==> src/rtl/cva_pkg.sv <==
package cva_pkg;

	// register byte offsets
	localparam logic [4:0] ADDR_CLASS = 5'h00;
	localparam logic [4:0] ADDR_HIST = 5'h04;
	localparam logic [4:0] ADDR_STATUS = 5'h08;
	localparam logic [4:0] ADDR_MASK = 5'h0C;
	localparam logic [4:0] ADDR_STATE = 5'h10;

	// reset values
	localparam logic [4:0] CLASS_RST = 5'h06;
	localparam logic [31:0] HIST_RST = 32'h0000_00A0;
	localparam logic [2:0] MASK_RST = 3'h0;

	// status bit positions
	localparam int ST_DONE = 0;
	localparam int ST_SEL = 1;
	localparam int ST_RST = 2;
	localparam int ST_W = 3;

	// state register bit positions
	localparam int SR_LIMIT = 0;
	localparam int SR_BUSY = 1;
	localparam int SR_DONE = 2;
	localparam int SR_CRST = 3;
	localparam int SR_IO = 4;

	// timing: clock counts in card clock cycles, BIT_LAST as the last etu of a character
	localparam int ETU_CLKS = 372;
	localparam int ATR_DELAY_CLKS = 400;
	localparam logic [3:0] BIT_LAST = 4'hB;

	// answer-to-reset byte positions
	localparam logic [3:0] IDX_TS = 4'h0;
	localparam logic [3:0] IDX_T0 = 4'h1;
	localparam logic [3:0] IDX_TD1 = 4'h2;
	localparam logic [3:0] IDX_TD2 = 4'h3;
	localparam logic [3:0] IDX_TA3 = 4'h4;
	localparam logic [3:0] IDX_CAT = 4'h5;
	localparam logic [3:0] IDX_DS = 4'h6;
	localparam logic [3:0] IDX_DSV = 4'h7;
	localparam logic [3:0] IDX_CAP = 4'h8;
	localparam logic [3:0] IDX_C1 = 4'h9;
	localparam logic [3:0] IDX_C2 = 4'hA;
	localparam logic [3:0] IDX_C3 = 4'hB;
	localparam logic [3:0] IDX_TCK = 4'hC;

	// answer-to-reset fixed bytes
	localparam logic [7:0] TS_DIRECT = 8'h3B;
	localparam logic [7:0] T0_VAL = 8'h87;
	localparam logic [7:0] TD1_VAL = 8'h80;
	localparam logic [7:0] TD2_VAL = 8'h1F;
	localparam logic [7:0] CAT_IND = 8'h80;
	localparam logic [7:0] TAG_DS = 8'h31;
	localparam logic [7:0] TAG_CAP = 8'h73;

	typedef enum logic [3:0] {
		S_IDLE = 4'b0001,
		S_WAIT = 4'b0010,
		S_SEND = 4'b0100,
		S_DONE = 4'b1000
	} cva_state_type;

	typedef struct packed {
		logic acc_ok;
		logic no_acc;
		logic app_cmd;
		logic status_cmd;
	} cva_app_evt_type;

endpackage

==> src/rtl/cva_card_atr.sv <==
// Chosen here: the Avalon-MM register port and the register addresses.
`timescale 1ns/100ps
`default_nettype none

// Functional notes
// - the card reports its classes one bit each in an interface byte, A in bit 0 up to E.
// - the reported class set is always contiguous, never with a hole between classes.
// - after every reset the card's first transmission is the answer-to-reset.
// - the answer-to-reset always carries the global interface bytes under T=15.
// - the first historical byte is the category indicator 80 for compact-TLV objects.
// - the historical objects start with card data service 31, then card capabilities 73.
// - the power limit holds until an application is selected; a status command counts only together with acc_ok.
module cva_card_atr #(
	parameter int ETU_CLKS = cva_pkg::ETU_CLKS,
	parameter int ATR_DELAY_CLKS = cva_pkg::ATR_DELAY_CLKS
) (
	// system
	input wire logic CLK_IN,
	input wire logic NRST_IN,
	// avalon-mm slave
	input wire logic [4:0] AVS_ADDRESS_IN,
	input wire logic AVS_READ_IN,
	input wire logic AVS_WRITE_IN,
	input wire logic [31:0] AVS_WRITEDATA_IN,
	input wire logic [3:0] AVS_BYTEENABLE_IN,
	output logic [31:0] AVS_READDATA_OUT,
	output logic AVS_WAITREQUEST_OUT,
	// card contacts
	input wire logic CARD_CLK_IN,
	input wire logic CARD_RST_IN,
	input wire logic IO_IN,
	output logic IO_OUT,
	output logic IO_OE_OUT,
	// application events, power and interrupt
	input wire cva_pkg::cva_app_evt_type APP_EVT_IN,
	output logic PWR_LIMIT_OUT,
	output logic IRQ_OUT
);

	if (ETU_CLKS < 2 || ETU_CLKS > 4095 || ATR_DELAY_CLKS < 1 || ATR_DELAY_CLKS > 4095) begin : g_bad
		$error("cva_card_atr: card clock counts out of range");
	end

	localparam logic [11:0] ETU_LAST = 12'(ETU_CLKS - 1);
	localparam logic [11:0] DLY_LAST = 12'(ATR_DELAY_CLKS - 1);

	function automatic logic [4:0] contig(input logic [4:0] v);
		logic [4:0] low;
		logic [4:0] sum;
		low = v & (~v + 5'h01);
		sum = v + low;
		return ((sum & v) == 5'h00) ? v : low;
	endfunction

	function automatic logic [7:0] atr_byte(input logic [3:0] i, input logic [4:0] r,
		input logic [31:0] h, input logic [7:0] t);
		case (i)
			cva_pkg::IDX_TS: return cva_pkg::TS_DIRECT;
			cva_pkg::IDX_T0: return cva_pkg::T0_VAL;
			cva_pkg::IDX_TD1: return cva_pkg::TD1_VAL;
			cva_pkg::IDX_TD2: return cva_pkg::TD2_VAL;
			cva_pkg::IDX_TA3: return {3'h0, r};
			cva_pkg::IDX_CAT: return cva_pkg::CAT_IND;
			cva_pkg::IDX_DS: return cva_pkg::TAG_DS;
			cva_pkg::IDX_DSV: return h[7:0];
			cva_pkg::IDX_CAP: return cva_pkg::TAG_CAP;
			cva_pkg::IDX_C1: return h[15:8];
			cva_pkg::IDX_C2: return h[23:16];
			cva_pkg::IDX_C3: return h[31:24];
			default: return t;
		endcase
	endfunction

	logic [2:0] clk_s_q;
	logic [2:0] rst_s_q;
	logic [1:0] io_s_q;
	logic clk_edge;
	logic rst_lvl;
	logic rst_fall;
	cva_pkg::cva_state_type state_q;
	logic [11:0] cnt_q;
	logic [3:0] idx_q;
	logic [3:0] bit_q;
	logic [7:0] cur_q;
	logic [7:0] tck_q;
	logic [4:0] rep_q;
	logic [31:0] hl_q;
	logic [3:0] nxt_idx;
	logic [7:0] nxt_byte;
	logic go_send;
	logic etu_tick;
	logic byte_end;
	logic last;
	logic io_out_q;
	logic io_oe_q;
	logic lim_q;
	logic sel_evt;
	logic [4:0] class_q;
	logic [31:0] hist_q;
	logic [2:0] status_q;
	logic [2:0] mask_q;
	logic [2:0] st_set;
	logic [2:0] st_clr;
	logic irq_q;
	logic ack_q;
	logic req;
	logic wr;
	logic [31:0] rd_q;

	// card pins come from the terminal's domain; stage 0 feeds only stage 1
	always_ff @(posedge CLK_IN or negedge NRST_IN) begin
		if (!NRST_IN) begin
			clk_s_q <= 3'h0;
			rst_s_q <= 3'h0;
			io_s_q <= 2'h3;
		end else begin
			clk_s_q <= {clk_s_q[1:0], CARD_CLK_IN};
			rst_s_q <= {rst_s_q[1:0], CARD_RST_IN};
			io_s_q <= {io_s_q[0], IO_IN};
		end
	end

	assign clk_edge = clk_s_q[1] & ~clk_s_q[2];
	assign rst_lvl = rst_s_q[1];
	assign rst_fall = rst_s_q[2] & ~rst_s_q[1];

	assign go_send = (state_q == cva_pkg::S_WAIT) && clk_edge && (cnt_q == DLY_LAST);
	assign etu_tick = (state_q == cva_pkg::S_SEND) && clk_edge && (cnt_q == ETU_LAST);
	assign byte_end = etu_tick && (bit_q == cva_pkg::BIT_LAST);
	assign last = byte_end && (idx_q == cva_pkg::IDX_TCK);
	assign nxt_idx = idx_q + 4'h1;
	assign nxt_byte = atr_byte(nxt_idx, rep_q, hl_q, tck_q);

	always_ff @(posedge CLK_IN or negedge NRST_IN) begin
		if (!NRST_IN) begin
			state_q <= cva_pkg::S_IDLE;
		end else if (!rst_lvl) begin
			state_q <= cva_pkg::S_IDLE;
		end else begin
			case (state_q)
				cva_pkg::S_IDLE: state_q <= cva_pkg::S_WAIT;
				cva_pkg::S_WAIT: if (go_send) state_q <= cva_pkg::S_SEND;
				cva_pkg::S_SEND: if (last) state_q <= cva_pkg::S_DONE;
				cva_pkg::S_DONE: state_q <= cva_pkg::S_DONE;
				default: state_q <= cva_pkg::S_IDLE;
			endcase
		end
	end

	// counts card clock edges, both for the start delay and for each etu
	always_ff @(posedge CLK_IN or negedge NRST_IN) begin
		if (!NRST_IN) begin
			cnt_q <= 12'h000;
		end else if (!rst_lvl || state_q == cva_pkg::S_IDLE || go_send || etu_tick) begin
			cnt_q <= 12'h000;
		end else if (clk_edge) begin
			cnt_q <= cnt_q + 12'h001;
		end
	end

	// contents latched at start so a register write cannot tear an answer
	always_ff @(posedge CLK_IN or negedge NRST_IN) begin
		if (!NRST_IN) begin
			idx_q <= 4'h0;
			bit_q <= 4'h0;
			cur_q <= 8'h00;
			tck_q <= 8'h00;
			rep_q <= 5'h00;
			hl_q <= 32'h0000_0000;
		end else if (go_send) begin
			idx_q <= cva_pkg::IDX_TS;
			bit_q <= 4'h0;
			rep_q <= contig(class_q);
			hl_q <= hist_q;
			tck_q <= 8'h00;
			cur_q <= cva_pkg::TS_DIRECT;
		end else if (byte_end && !last) begin
			idx_q <= nxt_idx;
			bit_q <= 4'h0;
			cur_q <= nxt_byte;
			if (nxt_idx != cva_pkg::IDX_TCK) begin
				tck_q <= tck_q ^ nxt_byte;
			end
		end else if (etu_tick) begin
			bit_q <= bit_q + 4'h1;
		end
	end

	always_ff @(posedge CLK_IN or negedge NRST_IN) begin
		if (!NRST_IN) begin
			io_oe_q <= 1'h0;
			io_out_q <= 1'h1;
		end else if (!rst_lvl || last) begin
			io_oe_q <= 1'h0;
			io_out_q <= 1'h1;
		end else if (go_send || byte_end) begin
			io_oe_q <= 1'h1;
			io_out_q <= 1'h0;
		end else if (etu_tick) begin
			if (bit_q < 4'h8) begin
				io_oe_q <= 1'h1;
				io_out_q <= cur_q[bit_q[2:0]];
			end else if (bit_q == 4'h8) begin
				io_oe_q <= 1'h1;
				io_out_q <= ^cur_q;
			end else begin
				// guard time: line released to the pull-up
				io_oe_q <= 1'h0;
				io_out_q <= 1'h1;
			end
		end
	end

	assign sel_evt = APP_EVT_IN.acc_ok
		| (APP_EVT_IN.no_acc & APP_EVT_IN.app_cmd & ~APP_EVT_IN.status_cmd);

	always_ff @(posedge CLK_IN or negedge NRST_IN) begin
		if (!NRST_IN) begin
			lim_q <= 1'h1;
		end else if (!rst_lvl) begin
			lim_q <= 1'h1;
		end else if (sel_evt) begin
			lim_q <= 1'h0;
		end
	end

	// one wait state: readdata is loaded while waitrequest is high
	assign req = AVS_READ_IN | AVS_WRITE_IN;
	assign AVS_WAITREQUEST_OUT = req & ~ack_q;
	assign wr = AVS_WRITE_IN & ack_q;

	always_ff @(posedge CLK_IN or negedge NRST_IN) begin
		if (!NRST_IN) begin
			ack_q <= 1'h0;
			rd_q <= 32'h0000_0000;
		end else begin
			ack_q <= req & ~ack_q;
			if (AVS_READ_IN && !ack_q) begin
				case (AVS_ADDRESS_IN)
					cva_pkg::ADDR_CLASS: rd_q <= 32'(class_q);
					cva_pkg::ADDR_HIST: rd_q <= hist_q;
					cva_pkg::ADDR_STATUS: rd_q <= 32'(status_q);
					cva_pkg::ADDR_MASK: rd_q <= 32'(mask_q);
					cva_pkg::ADDR_STATE: begin
						rd_q <= 32'h0000_0000;
						rd_q[cva_pkg::SR_LIMIT] <= lim_q;
						rd_q[cva_pkg::SR_BUSY] <= state_q == cva_pkg::S_SEND;
						rd_q[cva_pkg::SR_DONE] <= state_q == cva_pkg::S_DONE;
						rd_q[cva_pkg::SR_CRST] <= rst_lvl;
						rd_q[cva_pkg::SR_IO] <= io_s_q[1];
					end
					default: rd_q <= 32'h0000_0000;
				endcase
			end
		end
	end

	always_ff @(posedge CLK_IN or negedge NRST_IN) begin
		if (!NRST_IN) begin
			class_q <= cva_pkg::CLASS_RST;
			hist_q <= cva_pkg::HIST_RST;
			mask_q <= cva_pkg::MASK_RST;
		end else if (wr) begin
			if (AVS_ADDRESS_IN == cva_pkg::ADDR_CLASS && AVS_BYTEENABLE_IN[0]) begin
				class_q <= AVS_WRITEDATA_IN[4:0];
			end
			if (AVS_ADDRESS_IN == cva_pkg::ADDR_MASK && AVS_BYTEENABLE_IN[0]) begin
				mask_q <= AVS_WRITEDATA_IN[2:0];
			end
			for (int b = 0; b < 4; b++) begin
				if (AVS_ADDRESS_IN == cva_pkg::ADDR_HIST && AVS_BYTEENABLE_IN[b]) begin
					hist_q[8*b +: 8] <= AVS_WRITEDATA_IN[8*b +: 8];
				end
			end
		end
	end

	// set wins over a same-cycle write-one-to-clear
	always_comb begin
		st_set = 3'h0;
		st_set[cva_pkg::ST_DONE] = last;
		st_set[cva_pkg::ST_SEL] = lim_q & sel_evt & rst_lvl;
		st_set[cva_pkg::ST_RST] = rst_fall;
		st_clr = 3'h0;
		if (wr && AVS_ADDRESS_IN == cva_pkg::ADDR_STATUS && AVS_BYTEENABLE_IN[0]) begin
			st_clr = AVS_WRITEDATA_IN[2:0];
		end
	end

	always_ff @(posedge CLK_IN or negedge NRST_IN) begin
		if (!NRST_IN) begin
			status_q <= 3'h0;
			irq_q <= 1'h0;
		end else begin
			status_q <= (status_q & ~st_clr) | st_set;
			irq_q <= |(status_q & mask_q);
		end
	end

	assign AVS_READDATA_OUT = rd_q;
	assign IO_OUT = io_out_q;
	assign IO_OE_OUT = io_oe_q;
	assign PWR_LIMIT_OUT = lim_q;
	assign IRQ_OUT = irq_q;

	logic [4:0] rep_low;
	logic [4:0] rep_sum;
	assign rep_low = rep_q & (~rep_q + 5'h01);
	assign rep_sum = rep_q + rep_low;
endmodule

`default_nettype wire

==> config.mk <==
export PLATFORM = sky130hd
export DESIGN_NAME = cva_card_atr
export DESIGN_NICKNAME = d
export VERILOG_FILES = /design/src/rtl/cva_pkg.sv /design/src/rtl/cva_card_atr.sv
export SDC_FILE = /design/constraint.sdc
export NUM_CORES = 1
export LEC_CHECK = 0
export ABC_AREA = 1
export BUFFER_PORTS_ARGS = -buffer_cell sky130_fd_sc_hd__buf_2
export CAP_MARGIN = 20
export CORE_AREA = 2 2 136 138
export DETAILED_ROUTE_END_ITERATION = 10
export DIE_AREA = 0 0 138 140
export PLACE_DENSITY = 0.7
export SETUP_SLACK_MARGIN = 0.5
export SLEW_MARGIN = 15
export SYNTH_ARGS = -nofsm -noshare
export SYNTH_HDL_FRONTEND = slang
export SYNTH_SLANG_ARGS = --single-unit
export TNS_END_PERCENT = 1
==> constraint.sdc <==
create_clock -name CLK_IN -period 3 [get_ports CLK_IN]
set_input_delay 0.3 -clock CLK_IN [delete_from_list [all_inputs] [get_ports CLK_IN]]
set_output_delay 0.3 -clock CLK_IN [all_outputs]
set_load 0.005 [all_outputs]
# Word level (Yosys, flattened, before mapping)
# Cells that the tools add are included.
# word_totals
regBits,165
input_bits,52
out_inout_bits,37
word_cells,158
# classes
addsub,5
magnitude_cmp,2
eq_ne,28
muxes,34
bitwise_logic,22
n_reduce_logical,43
# ops
cell,count
32-bit one-hot mux with 5 select lines,1
8-bit one-hot mux with 11 select lines,1
8-bit two-way mux,5
4-bit equality test (second input constant),8
4-bit two-way mux,8
12-bit by 9-bit equality test with 1-bit output (second input constant),2
12-bit two-way mux,2
4-bit by 3-bit equality test with 1-bit output (second input constant),5
1-bit logical AND,16
4-bit one-hot mux with 4 select lines,1
2-bit AND reduction,8
1-bit two-way mux,13
12-bit by 1-bit adder with 12-bit output (second input constant),1
4-bit by 2-bit equality test with 1-bit output (second input constant),3
5-bit AND,2
5-bit by 4-bit equality test with 1-bit output (second input constant),2
5-bit logical NOT,2
4-bit by 1-bit adder with 4-bit output (second input constant),2
1-bit AND,8
4-bit by 1-bit equality test with 1-bit output (second input constant),2
8-bit XOR reduction,1
8-bit XOR,1
3-bit AND,2
3-bit != test (second input constant),2
other kinds (23),36

# Depth between registers and ports, before layout
# Gate-level depths: netlist (run 1).
# logic_depth
word_depth,10
mapped_depth,14
mapped_depth_nobuf,13

# Worst setup path before layout (run 1)
# No wires, ideal clock.
# synth_path
path_kind,register -> register
from,register idx_q[0]
to,register tck_q[1]
setup_time_ps,117
arrival_ps,1799
required_time_ps,2883
path_slack_ps,1084
path_stages_with_launch,12
n_path_buf,1
synth_period_minus_slack_ps,1916
path_cell_list,dfrtp_1 -> inv_1 -> ha_1 -> clkbuf_1 -> inv_1 -> nand2_1 -> o32ai_2 -> nand2_1 -> nand3_1 -> nand3_1 -> nand2_1 -> nor2_1
# synth_via
elab_chain_cells,8
elab_cells_between_ends,27
cone_classes,add/sub: 1; eq/ne: 13; mux: 4; bitwise: 1; reduce/logical: 8
# synth_rtl
item,line,rtl
start: declaration,cva_card_atr.sv:82,logic [3:0] idx_q;
start signal: assignment,cva_card_atr.sv:171,idx_q <= cva_pkg::IDX_TS;
start signal: assignment,cva_card_atr.sv:178,idx_q <= nxt_idx;
4-bit by 1-bit adder with 4-bit output,cva_card_atr.sv:131,assign nxt_idx = idx_q + 4'h1;
4-bit by 3-bit equality test with 1-bit output or 4-bit by 2-bit equality test with 1-bit output (tied branches),cva_card_atr.sv:57,case (i)
2-bit OR reduction (no source line),n/a,
8-bit one-hot mux with 11 select lines,cva_card_atr.sv:57,
8-bit XOR,cva_card_atr.sv:182,tck_q <= tck_q ^ nxt_byte;
8-bit two-way mux,cva_card_atr.sv:181,if (nxt_idx != cva_pkg::IDX_TCK) begin
8-bit two-way mux,cva_card_atr.sv:177,end else if (byte_end && !last) begin
8-bit two-way mux,cva_card_atr.sv:170,end else if (go_send) begin
end signal: assignment,cva_card_atr.sv:182,
end: declaration,cva_card_atr.sv:85,logic [7:0] tck_q;
# Several ways; a longest one is shown, not always the timed one. The select of a mux whose other input is x is not followed.
# A chain may end at the register's enable or synchronous reset.

# Final worst setup path (run 1)
# layout_path
from,register cnt_q[0]
to,register tck_q[2]
# layout_via
elab_chain_cells,8
elab_cells_between_ends,12
cone_classes,eq/ne: 2; mux: 1; reduce/logical: 9
# layout_rtl
item,line,rtl
start: declaration,cva_card_atr.sv:81,logic [11:0] cnt_q;
start signal: assignment,cva_card_atr.sv:157,cnt_q <= cnt_q + 12'h001;
12-bit by 9-bit equality test with 1-bit output,cva_card_atr.sv:128,assign etu_tick = (state_q == cva_pkg::S_SEND) && clk_edge && (cnt_q == ETU_LAST);
1-bit logical AND,cva_card_atr.sv:128,
1-bit logical AND,cva_card_atr.sv:129,assign byte_end = etu_tick && (bit_q == cva_pkg::BIT_LAST);
1-bit logical AND,cva_card_atr.sv:130,assign last = byte_end && (idx_q == cva_pkg::IDX_TCK);
1-bit logical NOT,cva_card_atr.sv:177,
1-bit logical AND,cva_card_atr.sv:177,
2-bit nonzero test (no source line),n/a,
2-bit AND reduction (no source line),n/a,
# Several ways; a longest one is shown, not always the timed one.

==> report_table.html, run 1 <==
<table>
<tr><th>Metric</th><th>Value</th></tr>
<tr><th colspan="2">Synthesis</th></tr>
<tr><td>Most common flop cell mapped by yosys</td><td>dfrtp_1</td></tr>
<tr><td>Total standard cell area after synthesis</td><td>7925 µm²</td></tr>
<tr><td>Part of the Yosys area used for sequential elements</td><td>52.24%</td></tr>
<tr><td>Area share of the largest cell type after synthesis</td><td>49.26%</td></tr>
<tr><td>Synth warn</td><td>0</td></tr>
<tr><td>Post-Syn Instances</td><td>851</td></tr>
<tr><td>Post-synthesis average cell area</td><td>9.313 µm²</td></tr>
<tr><td>Library cells used by synthesis</td><td>44</td></tr>
<tr><td>Top cell types by occurrence after synthesis</td><td>201 x nand2_1, 156 x dfrtp_1, 78 x nand3_1</td></tr>
<tr><td>Synthesized netlist net count</td><td>912</td></tr>
<tr><td>FFs w/ async S/R, synth</td><td>100.0%</td></tr>
<tr><td>Largest area contributor in the synthesized netlist</td><td>dfrtp_1</td></tr>
<tr><td>Number of enable-type register cells in the synthesized netlist</td><td>0</td></tr>
<tr><td>Leading post-synthesis cells by cell area</td><td>dfrtp_1 49%, nand2_1 9.5%, mux2_2 7.4%</td></tr>
<tr><td>Number of synthesized register bits</td><td>165</td></tr>
<tr><td>Library cell with the highest instance count after synthesis</td><td>nand2_1</td></tr>
<tr><th colspan="2">Placement</th></tr>
<tr><td>Routability-driven placement congestion ratio</td><td>0.9024</td></tr>
<tr><td>Half-perimeter wire length after detailed placement</td><td>12330 µm</td></tr>
<tr><td>Port Buffer Count</td><td>88</td></tr>
<tr><td>Pre-CTS worst setup slack</td><td>615.1 ps</td></tr>
<tr><td>Number of placed instances with taps included</td><td>1151</td></tr>
<tr><th colspan="2">Setup path</th></tr>
<tr><td>Critical path arrival</td><td>2580 ps</td></tr>
<tr><td>Crit path kind</td><td>flop to flop</td></tr>
<tr><td>Peak fanout along the critical path</td><td>16</td></tr>
<tr><td>Endpoint kind of the worst setup timing path</td><td>flop</td></tr>
<tr><td>Worst Setup Start Kind</td><td>flop</td></tr>
<tr><td>Worst EP required</td><td>3310 ps</td></tr>
<tr><th colspan="2">Pwr</th></tr>
<tr><td>Standby leakage power</td><td>0.004707 µW</td></tr>
<tr><td>Total power divided by cell area</td><td>523.9 nW/µm²</td></tr>
<tr><td>Peak supply drop</td><td>0.3399 mV</td></tr>
<tr><th colspan="2">CTS</th></tr>
<tr><td>TritonCTS clock tree</td><td>done</td></tr>
<tr><td>Clock edge transition at the registers on the reported setup and hold paths</td><td>70 ps</td></tr>
<tr><td>Number of buffers on the longest clock path</td><td>2</td></tr>
<tr><td>Buffers inserted during post-CTS setup optimization</td><td>0</td></tr>
<tr><td>Clock sink count</td><td>165</td></tr>
<tr><td>H-tree level count</td><td>4</td></tr>
<tr><td>Clock Root Buffer</td><td>clkbuf_16</td></tr>
<tr><td>Clock latency of the later-clocked register in the worst-skew pair</td><td>420 ps</td></tr>
<tr><td>Number of buffers added by the clock tree synthesis step</td><td>17</td></tr>
<tr><th colspan="2">Route</th></tr>
<tr><td>Antenna Violating Nets Remaining</td><td>0</td></tr>
<tr><td>Drt wl/cell</td><td>14.60 µm</td></tr>
<tr><td>First drt pass iteration count</td><td>5</td></tr>
<tr><td>Detail-routed via count per cell</td><td>5.212</td></tr>
<tr><td>DR DRC count</td><td>0</td></tr>
<tr><td>DR iter-0 viols</td><td>432</td></tr>
<tr><td>Vias</td><td>6187</td></tr>
<tr><td>WL final</td><td>17330 µm</td></tr>
<tr><th colspan="2">Cells and area</th></tr>
<tr><td>Area growth, synth to finish</td><td>17.30%</td></tr>
<tr><td>Number of antenna cells inserted</td><td>0</td></tr>
<tr><td>Multi-input gate area in the final layout</td><td>3388 µm²</td></tr>
<tr><td>Fraction of final layout cells sized beyond drive strength 1</td><td>23.90%</td></tr>
<tr><td>Filler cell count in the final layout</td><td>1657</td></tr>
<tr><td>Final non-filler cell total</td><td>1187</td></tr>
<tr><td>Number of nets at the end of the flow</td><td>1006</td></tr>
<tr><td>FF+latch area</td><td>4140 µm²</td></tr>
<tr><th colspan="2">Timing</th></tr>
<tr><td>Post-route clock period utilization</td><td>75.63%</td></tr>
<tr><td>Clock skew</td><td>11.38 ps</td></tr>
<tr><td>Fin. Hold Viols</td><td>0</td></tr>
<tr><td>Setup violators final</td><td>0</td></tr>
<tr><td>Worst rel slew slack</td><td>47.34%</td></tr>
<tr><td>Max Fclk</td><td>0.4407 GHz</td></tr>
<tr><td>Final Critical Period</td><td>2269 ps</td></tr>
<tr><td>Unrepaired setup endpoints after global routing</td><td>yes</td></tr>
<tr><td>Accumulated negative setup slack</td><td>0 ps</td></tr>
<tr><td>Max-slew violation count</td><td>0</td></tr>
<tr><td>Transition time of the tightest slew-check pin</td><td>789.9 ps</td></tr>
<tr><td>Final setup margin</td><td>731.1 ps</td></tr>
<tr><th colspan="2">Global routing</th></tr>
<tr><td>Largest net degree at the start of global routing</td><td>87</td></tr>
<tr><td>Wire length of the first global-routing pass</td><td>29870 µm</td></tr>
<tr><td>GRT Residual Overflow</td><td>0</td></tr>
<tr><td>Vias in the first global route</td><td>6162</td></tr>
<tr><td>Number of antenna violations at the first check in global routing</td><td>0</td></tr>
<tr><td>GRT Total Usage</td><td>18.67%</td></tr>
<tr><th colspan="2">Floorplan</th></tr>
<tr><td>Number of ports placed on the die boundary</td><td>89</td></tr>
<tr><td>Vert. Die Dim</td><td>140 µm</td></tr>
<tr><td>Initial core utilization</td><td>44.57%</td></tr>
<tr><td>Standard-cell rows</td><td>49</td></tr>
<tr><td>Die span in x</td><td>138 µm</td></tr>
<tr><td>Full die area</td><td>19320 µm²</td></tr>
<tr><td>Floorplan core area</td><td>17780 µm²</td></tr>
<tr><th colspan="2">Hold path</th></tr>
<tr><td>Worst min path class</td><td>primary input to flop</td></tr>
<tr><th colspan="2">Run</th></tr>
<tr><td>Maximum Capacitance Violations</td><td>0</td></tr>
<tr><th colspan="2">Run status</th></tr>
<tr><td>Run status</td><td>finished, final reports clean</td></tr>
</table>
[metrics by stage]
stage | utilization, % | hold slack (ps) | total power (µW) | area, µm²
after global routing | 52.29 | 89.95 | 5050 | 9296
final | 52.29 | 104.9 | 4870 | 9296
after global placement | 48.56 | 332.9 | 2715 | 8635
after CTS | 52.20 | 89.68 | 4914 | 9280
after detailed placement | 48.56 | 337.2 | 2721 | 8635
after floorplan | - | 4.409 | 2563 | 7925
[state kept, by name (all words and copies together), names as in the netlist]
register          cells
mask_q                3
rst_s_q               3
io_s_q                2
hl_q                 32
IO_OUT                1
idx_q                 4
AVS_READDATA_OUT     32
hist_q               32
status_q              3
rep_q                 5
ack_q                 1
IRQ_OUT               1
tck_q                 8
clk_s_q               3
bit_q                 4
state_q               4
IO_OE_OUT             1
cnt_q                12
PWR_LIMIT_OUT         1
class_q               5
cur_q                 8
[cells in the final DEF, fill, tap and decap left out, types with 17 or more instances in the layout]
master     instances
o21ai_0           41
buf_2             87
mux2_2            52
nand2_1          200
nor2_1            54
clkbuf_16         17
inv_1             72
dfrtp_1          156
nand3_1           78
nand4_1           35
[layout make-up]
cell class / count / share of cell area (%)
multi-input cells: 583 / 36.45
clock inverters: 11 / 1.346
inverters: 75 / 3.028
clock buffers: 21 / 5.168
repair buffers: 103 / 6.393
well taps: 229 / 3.082
flip-flops and latches: 165 / 44.54
[logic make-up after synthesis]
group	count (synthesis)	synth area share [%]
AND/OR/NAND/NOR	406	23.84
flip-flops	165	52.24
XOR/XNOR	19	2.100
adder cells (fa/ha/maj)	9	1.421
AO/OA/AOI/OAI	96	7.657
buffers and inverters	103	5.210
multiplexers	53	7.531
[critical path, stage by stage, from the launching register on]
cell and delay, ps:
dfrtp_1 420, ha_1 280, nand3_1 230, nor2_4 210, and2_1 210, nand2_2 220
o21ai_4 300, nand3_1 140, nand2_1 90, nor2_1 50
[worst paths after layout]
kind	cells after the start	slack (ps)	from	to
min in group asynchronous	2	510	NRST_IN	clk_s_q[0]
setup / recovery	9	730	cnt_q[0]	tck_q[2]
setup reg to reg	9	730	cnt_q[0]	tck_q[2]
hold reg to reg	0	350	clk_s_q[0]	clk_s_q[1]
hold / removal	2	100	AVS_WRITEDATA_IN[10]	hist_q[10]
max in group asynchronous	3	1730	NRST_IN	state_q[0]
[power by group]
group          switching [µW]  total (µW)  internal (µW)
Combinational             204         312            108
Clock                     874        2190           1310
Sequential               61.7        2370           2310
[metal layers]
metal | global-route usage [%] | up-vias | part of all wire [%]
met5 | 0 | - | 0
met2 | 29.23 | 145 | 47
met1 | 26.52 | 2978 | 48
met3 | 3.521 | 16 | 3.9
li1 | - | 3048 | -
met4 | 5.854 | 0 | 1.3
[timing repair]
action | CTS | global route
resized for setup | 0 | 3
endpoints found under the hold margin | 79 | 0
hold buffers | 4 | 0
endpoints found under the setup margin | 0 | 16
Note: power is estimated with default switching activity, not from simulation.
==> inputs of run 2 (changes only) <==
--- a/config.mk
+++ b/config.mk
@@ -5,13 +5,13 @@
 export SDC_FILE = /design/constraint.sdc
 export NUM_CORES = 1
 export LEC_CHECK = 0
-export ABC_AREA = 1
+export ABC_AREA = 0
 export BUFFER_PORTS_ARGS = -buffer_cell sky130_fd_sc_hd__buf_2
 export CAP_MARGIN = 20
 export CORE_AREA = 2 2 136 138
 export DETAILED_ROUTE_END_ITERATION = 10
 export DIE_AREA = 0 0 138 140
-export PLACE_DENSITY = 0.7
+export PLACE_DENSITY = 0.73
 export SETUP_SLACK_MARGIN = 0.5
 export SLEW_MARGIN = 15
 export SYNTH_ARGS = -nofsm -noshare
==> constraint.sdc (replaced) <==
create_clock -name CLK_IN -period 2 [get_ports CLK_IN]
set_input_delay 0.2 -clock CLK_IN [delete_from_list [all_inputs] [get_ports CLK_IN]]
set_output_delay 0.2 -clock CLK_IN [all_outputs]
set_load 0.005 [all_outputs]
==> run 2 against run 1 <==
Effect of this change:
- the flow now finishes with violations (setup timing)
- worst hold slack worse by 91 ps
- critical path depth down 1
- global-route usage up 4.2 points
- non-clock buffer count up 143
- critical endpoint unchanged
- clock skew down 3.0 ps
- highest routed layer unchanged
- largest cell class unchanged
- die area unchanged
- combinational power up 86%
==> report_table.html, run 2 <==
<table>
<tr><th>Metric</th><th>Value</th></tr>
<tr><th colspan="2">Run status</th></tr>
<tr><td>Run status</td><td>complete, but fails checks</td></tr>
<tr><td>Failing checks</td><td>setup timing</td></tr>
<tr><th colspan="2">Synthesis</th></tr>
<tr><td>Library cell with the highest instance count after synthesis</td><td>nand2_1</td></tr>
<tr><td>Library cells used by synthesis</td><td>63 (+43%)</td></tr>
<tr><td>Area share of the largest cell type after synthesis</td><td>49.25% (about the same)</td></tr>
<tr><td>Number of enable-type register cells in the synthesized netlist</td><td>0 (unchanged)</td></tr>
<tr><td>Post-synthesis share of cell area spent on full adders, half adders and majority gates</td><td>1.421% (about the same)</td></tr>
<tr><td>Number of synthesized register bits</td><td>165 (unchanged)</td></tr>
<tr><td>Part of the Yosys area used for sequential elements</td><td>52.23% (about the same)</td></tr>
<tr><td>Top cell types by occurrence after synthesis</td><td>207 x nand2_1, 156 x dfrtp_1, 53 x o21ai_0</td></tr>
<tr><td>Share of synthesized cell area in and, or, nand and nor gates</td><td>20.69% (-3.1 points)</td></tr>
<tr><td>Synth warn</td><td>0 (unchanged)</td></tr>
<tr><td>Post-synthesis xor/xnor area fraction</td><td>2.541% (+0.44 points)</td></tr>
<tr><td>Compound-Gate Fraction of Synth Area</td><td>12.42% (+4.8 points)</td></tr>
<tr><td>Most common flop cell mapped by yosys</td><td>dfrtp_1</td></tr>
<tr><td>FFs w/ async S/R, synth</td><td>100.0% (unchanged)</td></tr>
<tr><td>Post-synthesis average cell area</td><td>9.702 µm² (+4.2%)</td></tr>
<tr><td>Synthesized netlist net count</td><td>878 (-3.7%)</td></tr>
<tr><td>Mux contribution to synthesized area</td><td>8.082% (+0.55 points)</td></tr>
<tr><td>Total standard cell area after synthesis</td><td>7926 µm² (about the same)</td></tr>
<tr><td>Post-Syn Instances</td><td>817 (-4.0%)</td></tr>
<tr><td>Largest area contributor in the synthesized netlist</td><td>dfrtp_1</td></tr>
<tr><td>Leading post-synthesis cells by cell area</td><td>dfrtp_1 49%, nand2_1 9.8%, mux2_2 6.3%</td></tr>
<tr><td>Combinational family with the most area after synthesis</td><td>simple AND/OR/NAND/NOR gates</td></tr>
<tr><th colspan="2">Hold path</th></tr>
<tr><td>Startpoint of the worst hold path</td><td>AVS_WRITEDATA_IN[29]</td></tr>
<tr><td>Hold depth</td><td>2 (unchanged)</td></tr>
<tr><td>End point of the worst hold path</td><td>hist_q[29]</td></tr>
<tr><td>Worst min path class</td><td>primary input to flop</td></tr>
<tr><th colspan="2">Timing</th></tr>
<tr><td>Worst rel slew slack</td><td>63.30% (+16 points)</td></tr>
<tr><td>Unrepaired setup endpoints after global routing</td><td>yes</td></tr>
<tr><td>Transition time of the tightest slew-check pin</td><td>542.8 ps (-247.1 ps)</td></tr>
<tr><td>Final Critical Period</td><td>2245 ps (-24.20 ps)</td></tr>
<tr><td>Max-slew violation count</td><td>0 (unchanged)</td></tr>
<tr><td>Final setup margin</td><td>-244.7 ps (-975.8 ps)</td></tr>
<tr><td>Clock skew</td><td>8.331 ps (-3.049 ps)</td></tr>
<tr><td>Setup violators final</td><td>29 (+29)</td></tr>
<tr><td>Max Fclk</td><td>0.4455 GHz (+1.1%)</td></tr>
<tr><td>Accumulated negative setup slack</td><td>-3703 ps (-3703 ps)</td></tr>
<tr><td>Fin. Hold Viols</td><td>0 (unchanged)</td></tr>
<tr><td>Post-route clock period utilization</td><td>112.2% (+37 points)</td></tr>
<tr><th colspan="2">Setup path</th></tr>
<tr><td>Worst EP required</td><td>2310 ps (-1000 ps)</td></tr>
<tr><td>Crit path kind</td><td>flop to flop</td></tr>
<tr><td>Critical R2R Launch</td><td>idx_q[0]</td></tr>
<tr><td>Peak fanout along the critical path</td><td>10 (-6)</td></tr>
<tr><td>Endpoint kind of the worst setup timing path</td><td>flop</td></tr>
<tr><td>Most prevalent standard cell on the critical path</td><td>a211o_1</td></tr>
<tr><td>Crit-path max cell delay</td><td>430 ps (about the same)</td></tr>
<tr><td>Sequence of cells on the critical path</td><td>inv_2, ha_2, buf_4, a222oi_1, a21oi_1, a211o_1, and4_1, a211o_1</td></tr>
<tr><td>Worst path top cell family by delay</td><td>compound AO/OA/AOI/OAI gates</td></tr>
<tr><td>Worst Setup Start Kind</td><td>flop</td></tr>
<tr><td>Cell count of the worst reg-to-reg path</td><td>8 (-1)</td></tr>
<tr><td>Endpoint of the lowest-slack register-to-register path</td><td>tck_q[2]</td></tr>
<tr><td>Register-to-register path setup slack</td><td>-240 ps (-980 ps)</td></tr>
<tr><td>Crit-path slowest cell</td><td>dfrtp_2</td></tr>
<tr><td>Origin of the worst setup path</td><td>idx_q[0]</td></tr>
<tr><td>Buffers and inverters on the worst path</td><td>2 (+2)</td></tr>
<tr><td>Critical path arrival</td><td>2560 ps (-20 ps)</td></tr>
<tr><th colspan="2">Cells and area</th></tr>
<tr><td>Area growth, synth to finish</td><td>35.64%</td></tr>
<tr><td>Number of nets at the end of the flow</td><td>1100 (+9.3%)</td></tr>
<tr><td>Leading cell types in the layout, fill and taps excluded</td><td>203 x nand2_1, 153 x dfrtp_1, 119 x buf_4</td></tr>
<tr><td>Most frequent standard cell in the layout excluding fill and tap cells</td><td>nand2_1</td></tr>
<tr><td>Number of antenna cells inserted</td><td>0 (unchanged)</td></tr>
<tr><td>Fraction of final layout cells sized beyond drive strength 1</td><td>34.79% (+11 points)</td></tr>
<tr><th colspan="2">Global routing</th></tr>
<tr><td>GRT Residual Overflow</td><td>0 (unchanged)</td></tr>
<tr><td>Wire length of the first global-routing pass</td><td>35850 µm (+20%)</td></tr>
<tr><td>GRT Total Usage</td><td>22.89% (+4.2 points)</td></tr>
<tr><td>Vias in the first global route</td><td>7171 (+16%)</td></tr>
<tr><td>Largest net degree at the start of global routing</td><td>66 (-24%)</td></tr>
<tr><td>Number of antenna violations at the first check in global routing</td><td>0 (unchanged)</td></tr>
<tr><th colspan="2">Route</th></tr>
<tr><td>Antenna Violating Nets Remaining</td><td>0 (unchanged)</td></tr>
<tr><td>Vias</td><td>6983 (+13%)</td></tr>
<tr><td>Detail-routed via count per cell</td><td>5.451 (+4.6%)</td></tr>
<tr><td>First drt pass iteration count</td><td>5 (unchanged)</td></tr>
<tr><td>DR DRC count</td><td>0 (unchanged)</td></tr>
<tr><td>Drt wl/cell</td><td>17.01 µm (+16%)</td></tr>
<tr><td>WL final</td><td>21790 µm (+26%)</td></tr>
<tr><td>DR iter-0 viols</td><td>427 (-1.2%)</td></tr>
<tr><th colspan="2">Floorplan</th></tr>
<tr><td>Number of ports placed on the die boundary</td><td>89 (unchanged)</td></tr>
<tr><td>Full die area</td><td>19320 µm² (unchanged)</td></tr>
<tr><td>Vert. Die Dim</td><td>140 µm (unchanged)</td></tr>
<tr><td>Standard-cell rows</td><td>49 (unchanged)</td></tr>
<tr><td>Floorplan core area</td><td>17780 µm² (unchanged)</td></tr>
<tr><td>Die span in x</td><td>138 µm (unchanged)</td></tr>
<tr><td>Initial core utilization</td><td>44.58% (about the same)</td></tr>
<tr><th colspan="2">CTS</th></tr>
<tr><td>H-tree level count</td><td>4 (unchanged)</td></tr>
<tr><td>Clock edge transition at the registers on the reported setup and hold paths</td><td>60 ps (about the same)</td></tr>
<tr><td>Number of buffers on the longest clock path</td><td>2 (unchanged)</td></tr>
<tr><td>Clock Root Buffer</td><td>clkbuf_16</td></tr>
<tr><td>TritonCTS clock tree</td><td>done</td></tr>
<tr><td>Clock sink count</td><td>165 (unchanged)</td></tr>
<tr><td>Clock latency of the later-clocked register in the worst-skew pair</td><td>430 ps (about the same)</td></tr>
<tr><td>Number of buffers added by the clock tree synthesis step</td><td>17 (unchanged)</td></tr>
<tr><th colspan="2">Placement</th></tr>
<tr><td>Port Buffer Count</td><td>88 (unchanged)</td></tr>
<tr><td>Pre-CTS worst setup slack</td><td>-290.1 ps (-905.2 ps)</td></tr>
<tr><td>Routability-driven placement congestion ratio</td><td>0.9615 (+6.5%)</td></tr>
<tr><td>Half-perimeter wire length after detailed placement</td><td>15030 µm (+22%)</td></tr>
<tr><th colspan="2">Pwr</th></tr>
<tr><td>Total power divided by cell area</td><td>701.4 nW/µm² (+34%)</td></tr>
<tr><td>Standby leakage power</td><td>0.005205 µW (+11%)</td></tr>
<tr><td>Peak supply drop</td><td>0.5864 mV (+73%)</td></tr>
<tr><th colspan="2">Run</th></tr>
<tr><td>Maximum Capacitance Violations</td><td>0 (unchanged)</td></tr>
</table>
-- run 2: changes by cell type after synthesis, moves of 7 or more --
cell	change
a21oi_1	+17
a21oi_2	-7
a22o_1	+7
buf_2	-9
clkbuf_1	+26
inv_1	-61
mux2_2	-8
mux2i_1	+10
nand2b_1	+7
nand3_1	-61
nand4_1	-23
nor2b_1	+13
o21ai_0	+12
o31ai_1	-10
-- run 2: repair_timing --
action,4_1_cts,5_1_grt
endpoints found under the setup margin,94,103
gates resized for setup,58,22
gates cloned,0,0
pin swaps,18,14
hold endpoints to repair,65,0
hold buffers,26,0
setup buffers,3,1
-- run 2: worst max path at each step --
stage / to / depth (start not counted) / slack (ps)
2_1_floorplan: tck_q[7] / 6 / -110
3_3_place_gp: tck_q[2] / 7 / -250
3_5_place_dp: tck_q[2] / 8 / -290
4_1_cts: tck_q[0] / 8 / -220
5_1_grt: tck_q[0] / 9 / -320
6_report: tck_q[2] / 8 / -240
-- run 2: cell families after synthesis --
logic type,count (synthesis)
mux,56
simple gates,357
buf+inv,54
compound gates,153
flops,165
fa+ha+maj,9
xor+xnor,23
-- run 2: area by class of cell --
cell class                      count  area, µm²
Fill cell                        1422       7028
Sequential cell                   165       4144
Multi-Input combinational cell    598       3867
Timing Repair Buffer              246       1798
Clock buffer                       24      491.7
Tap cell                          229      286.5
Clock inverter                      8      122.6
Inverter                           11      41.29
-- run 2: power by group --
group          switching, µW  internal (µW)
registers               95.1           3460
logic                    313            267
clock network           1310           2100
total                   1710           5830
-- run 2: through the flow --
stage          cell area [µm²]  total power (µW)  utilization [%]  std cells  hold WS, ps
3_5_place_dp              9522              4134            53.55       1219        141.5
4_1_cts                  10660              7580            59.94       1280        1.637
5_1_grt                  10750              7789            60.47       1281        7.463
6_report                 10750              7541            60.47       1281        14.26
2_1_floorplan             7975              3849                -        817       -95.59
3_3_place_gp              9522              4112            53.55       1219        139.5
-- run 2: worst register-to-register path, delay by kind of cell (launching register included) --
family	cells	cell delay (ps)
simple gates	1	160
flops	1	430
buf+inv	2	240
compound gates	4	1030
fa+ha+maj	1	270
-- run 2: routing by layer --
| metal | part of all wire (%) | wire (µm) | global-route usage [%] |
|---|---|---|---|
| met1 | 43 | 9402 | 29.45 |
| met2 | 50 | 10850 | 38.64 |
| met3 | 4.8 | 1050 | 4.479 |
| met4 | 2.2 | 482 | 8.485 |
| met5 | 0 | 0 | 0 |
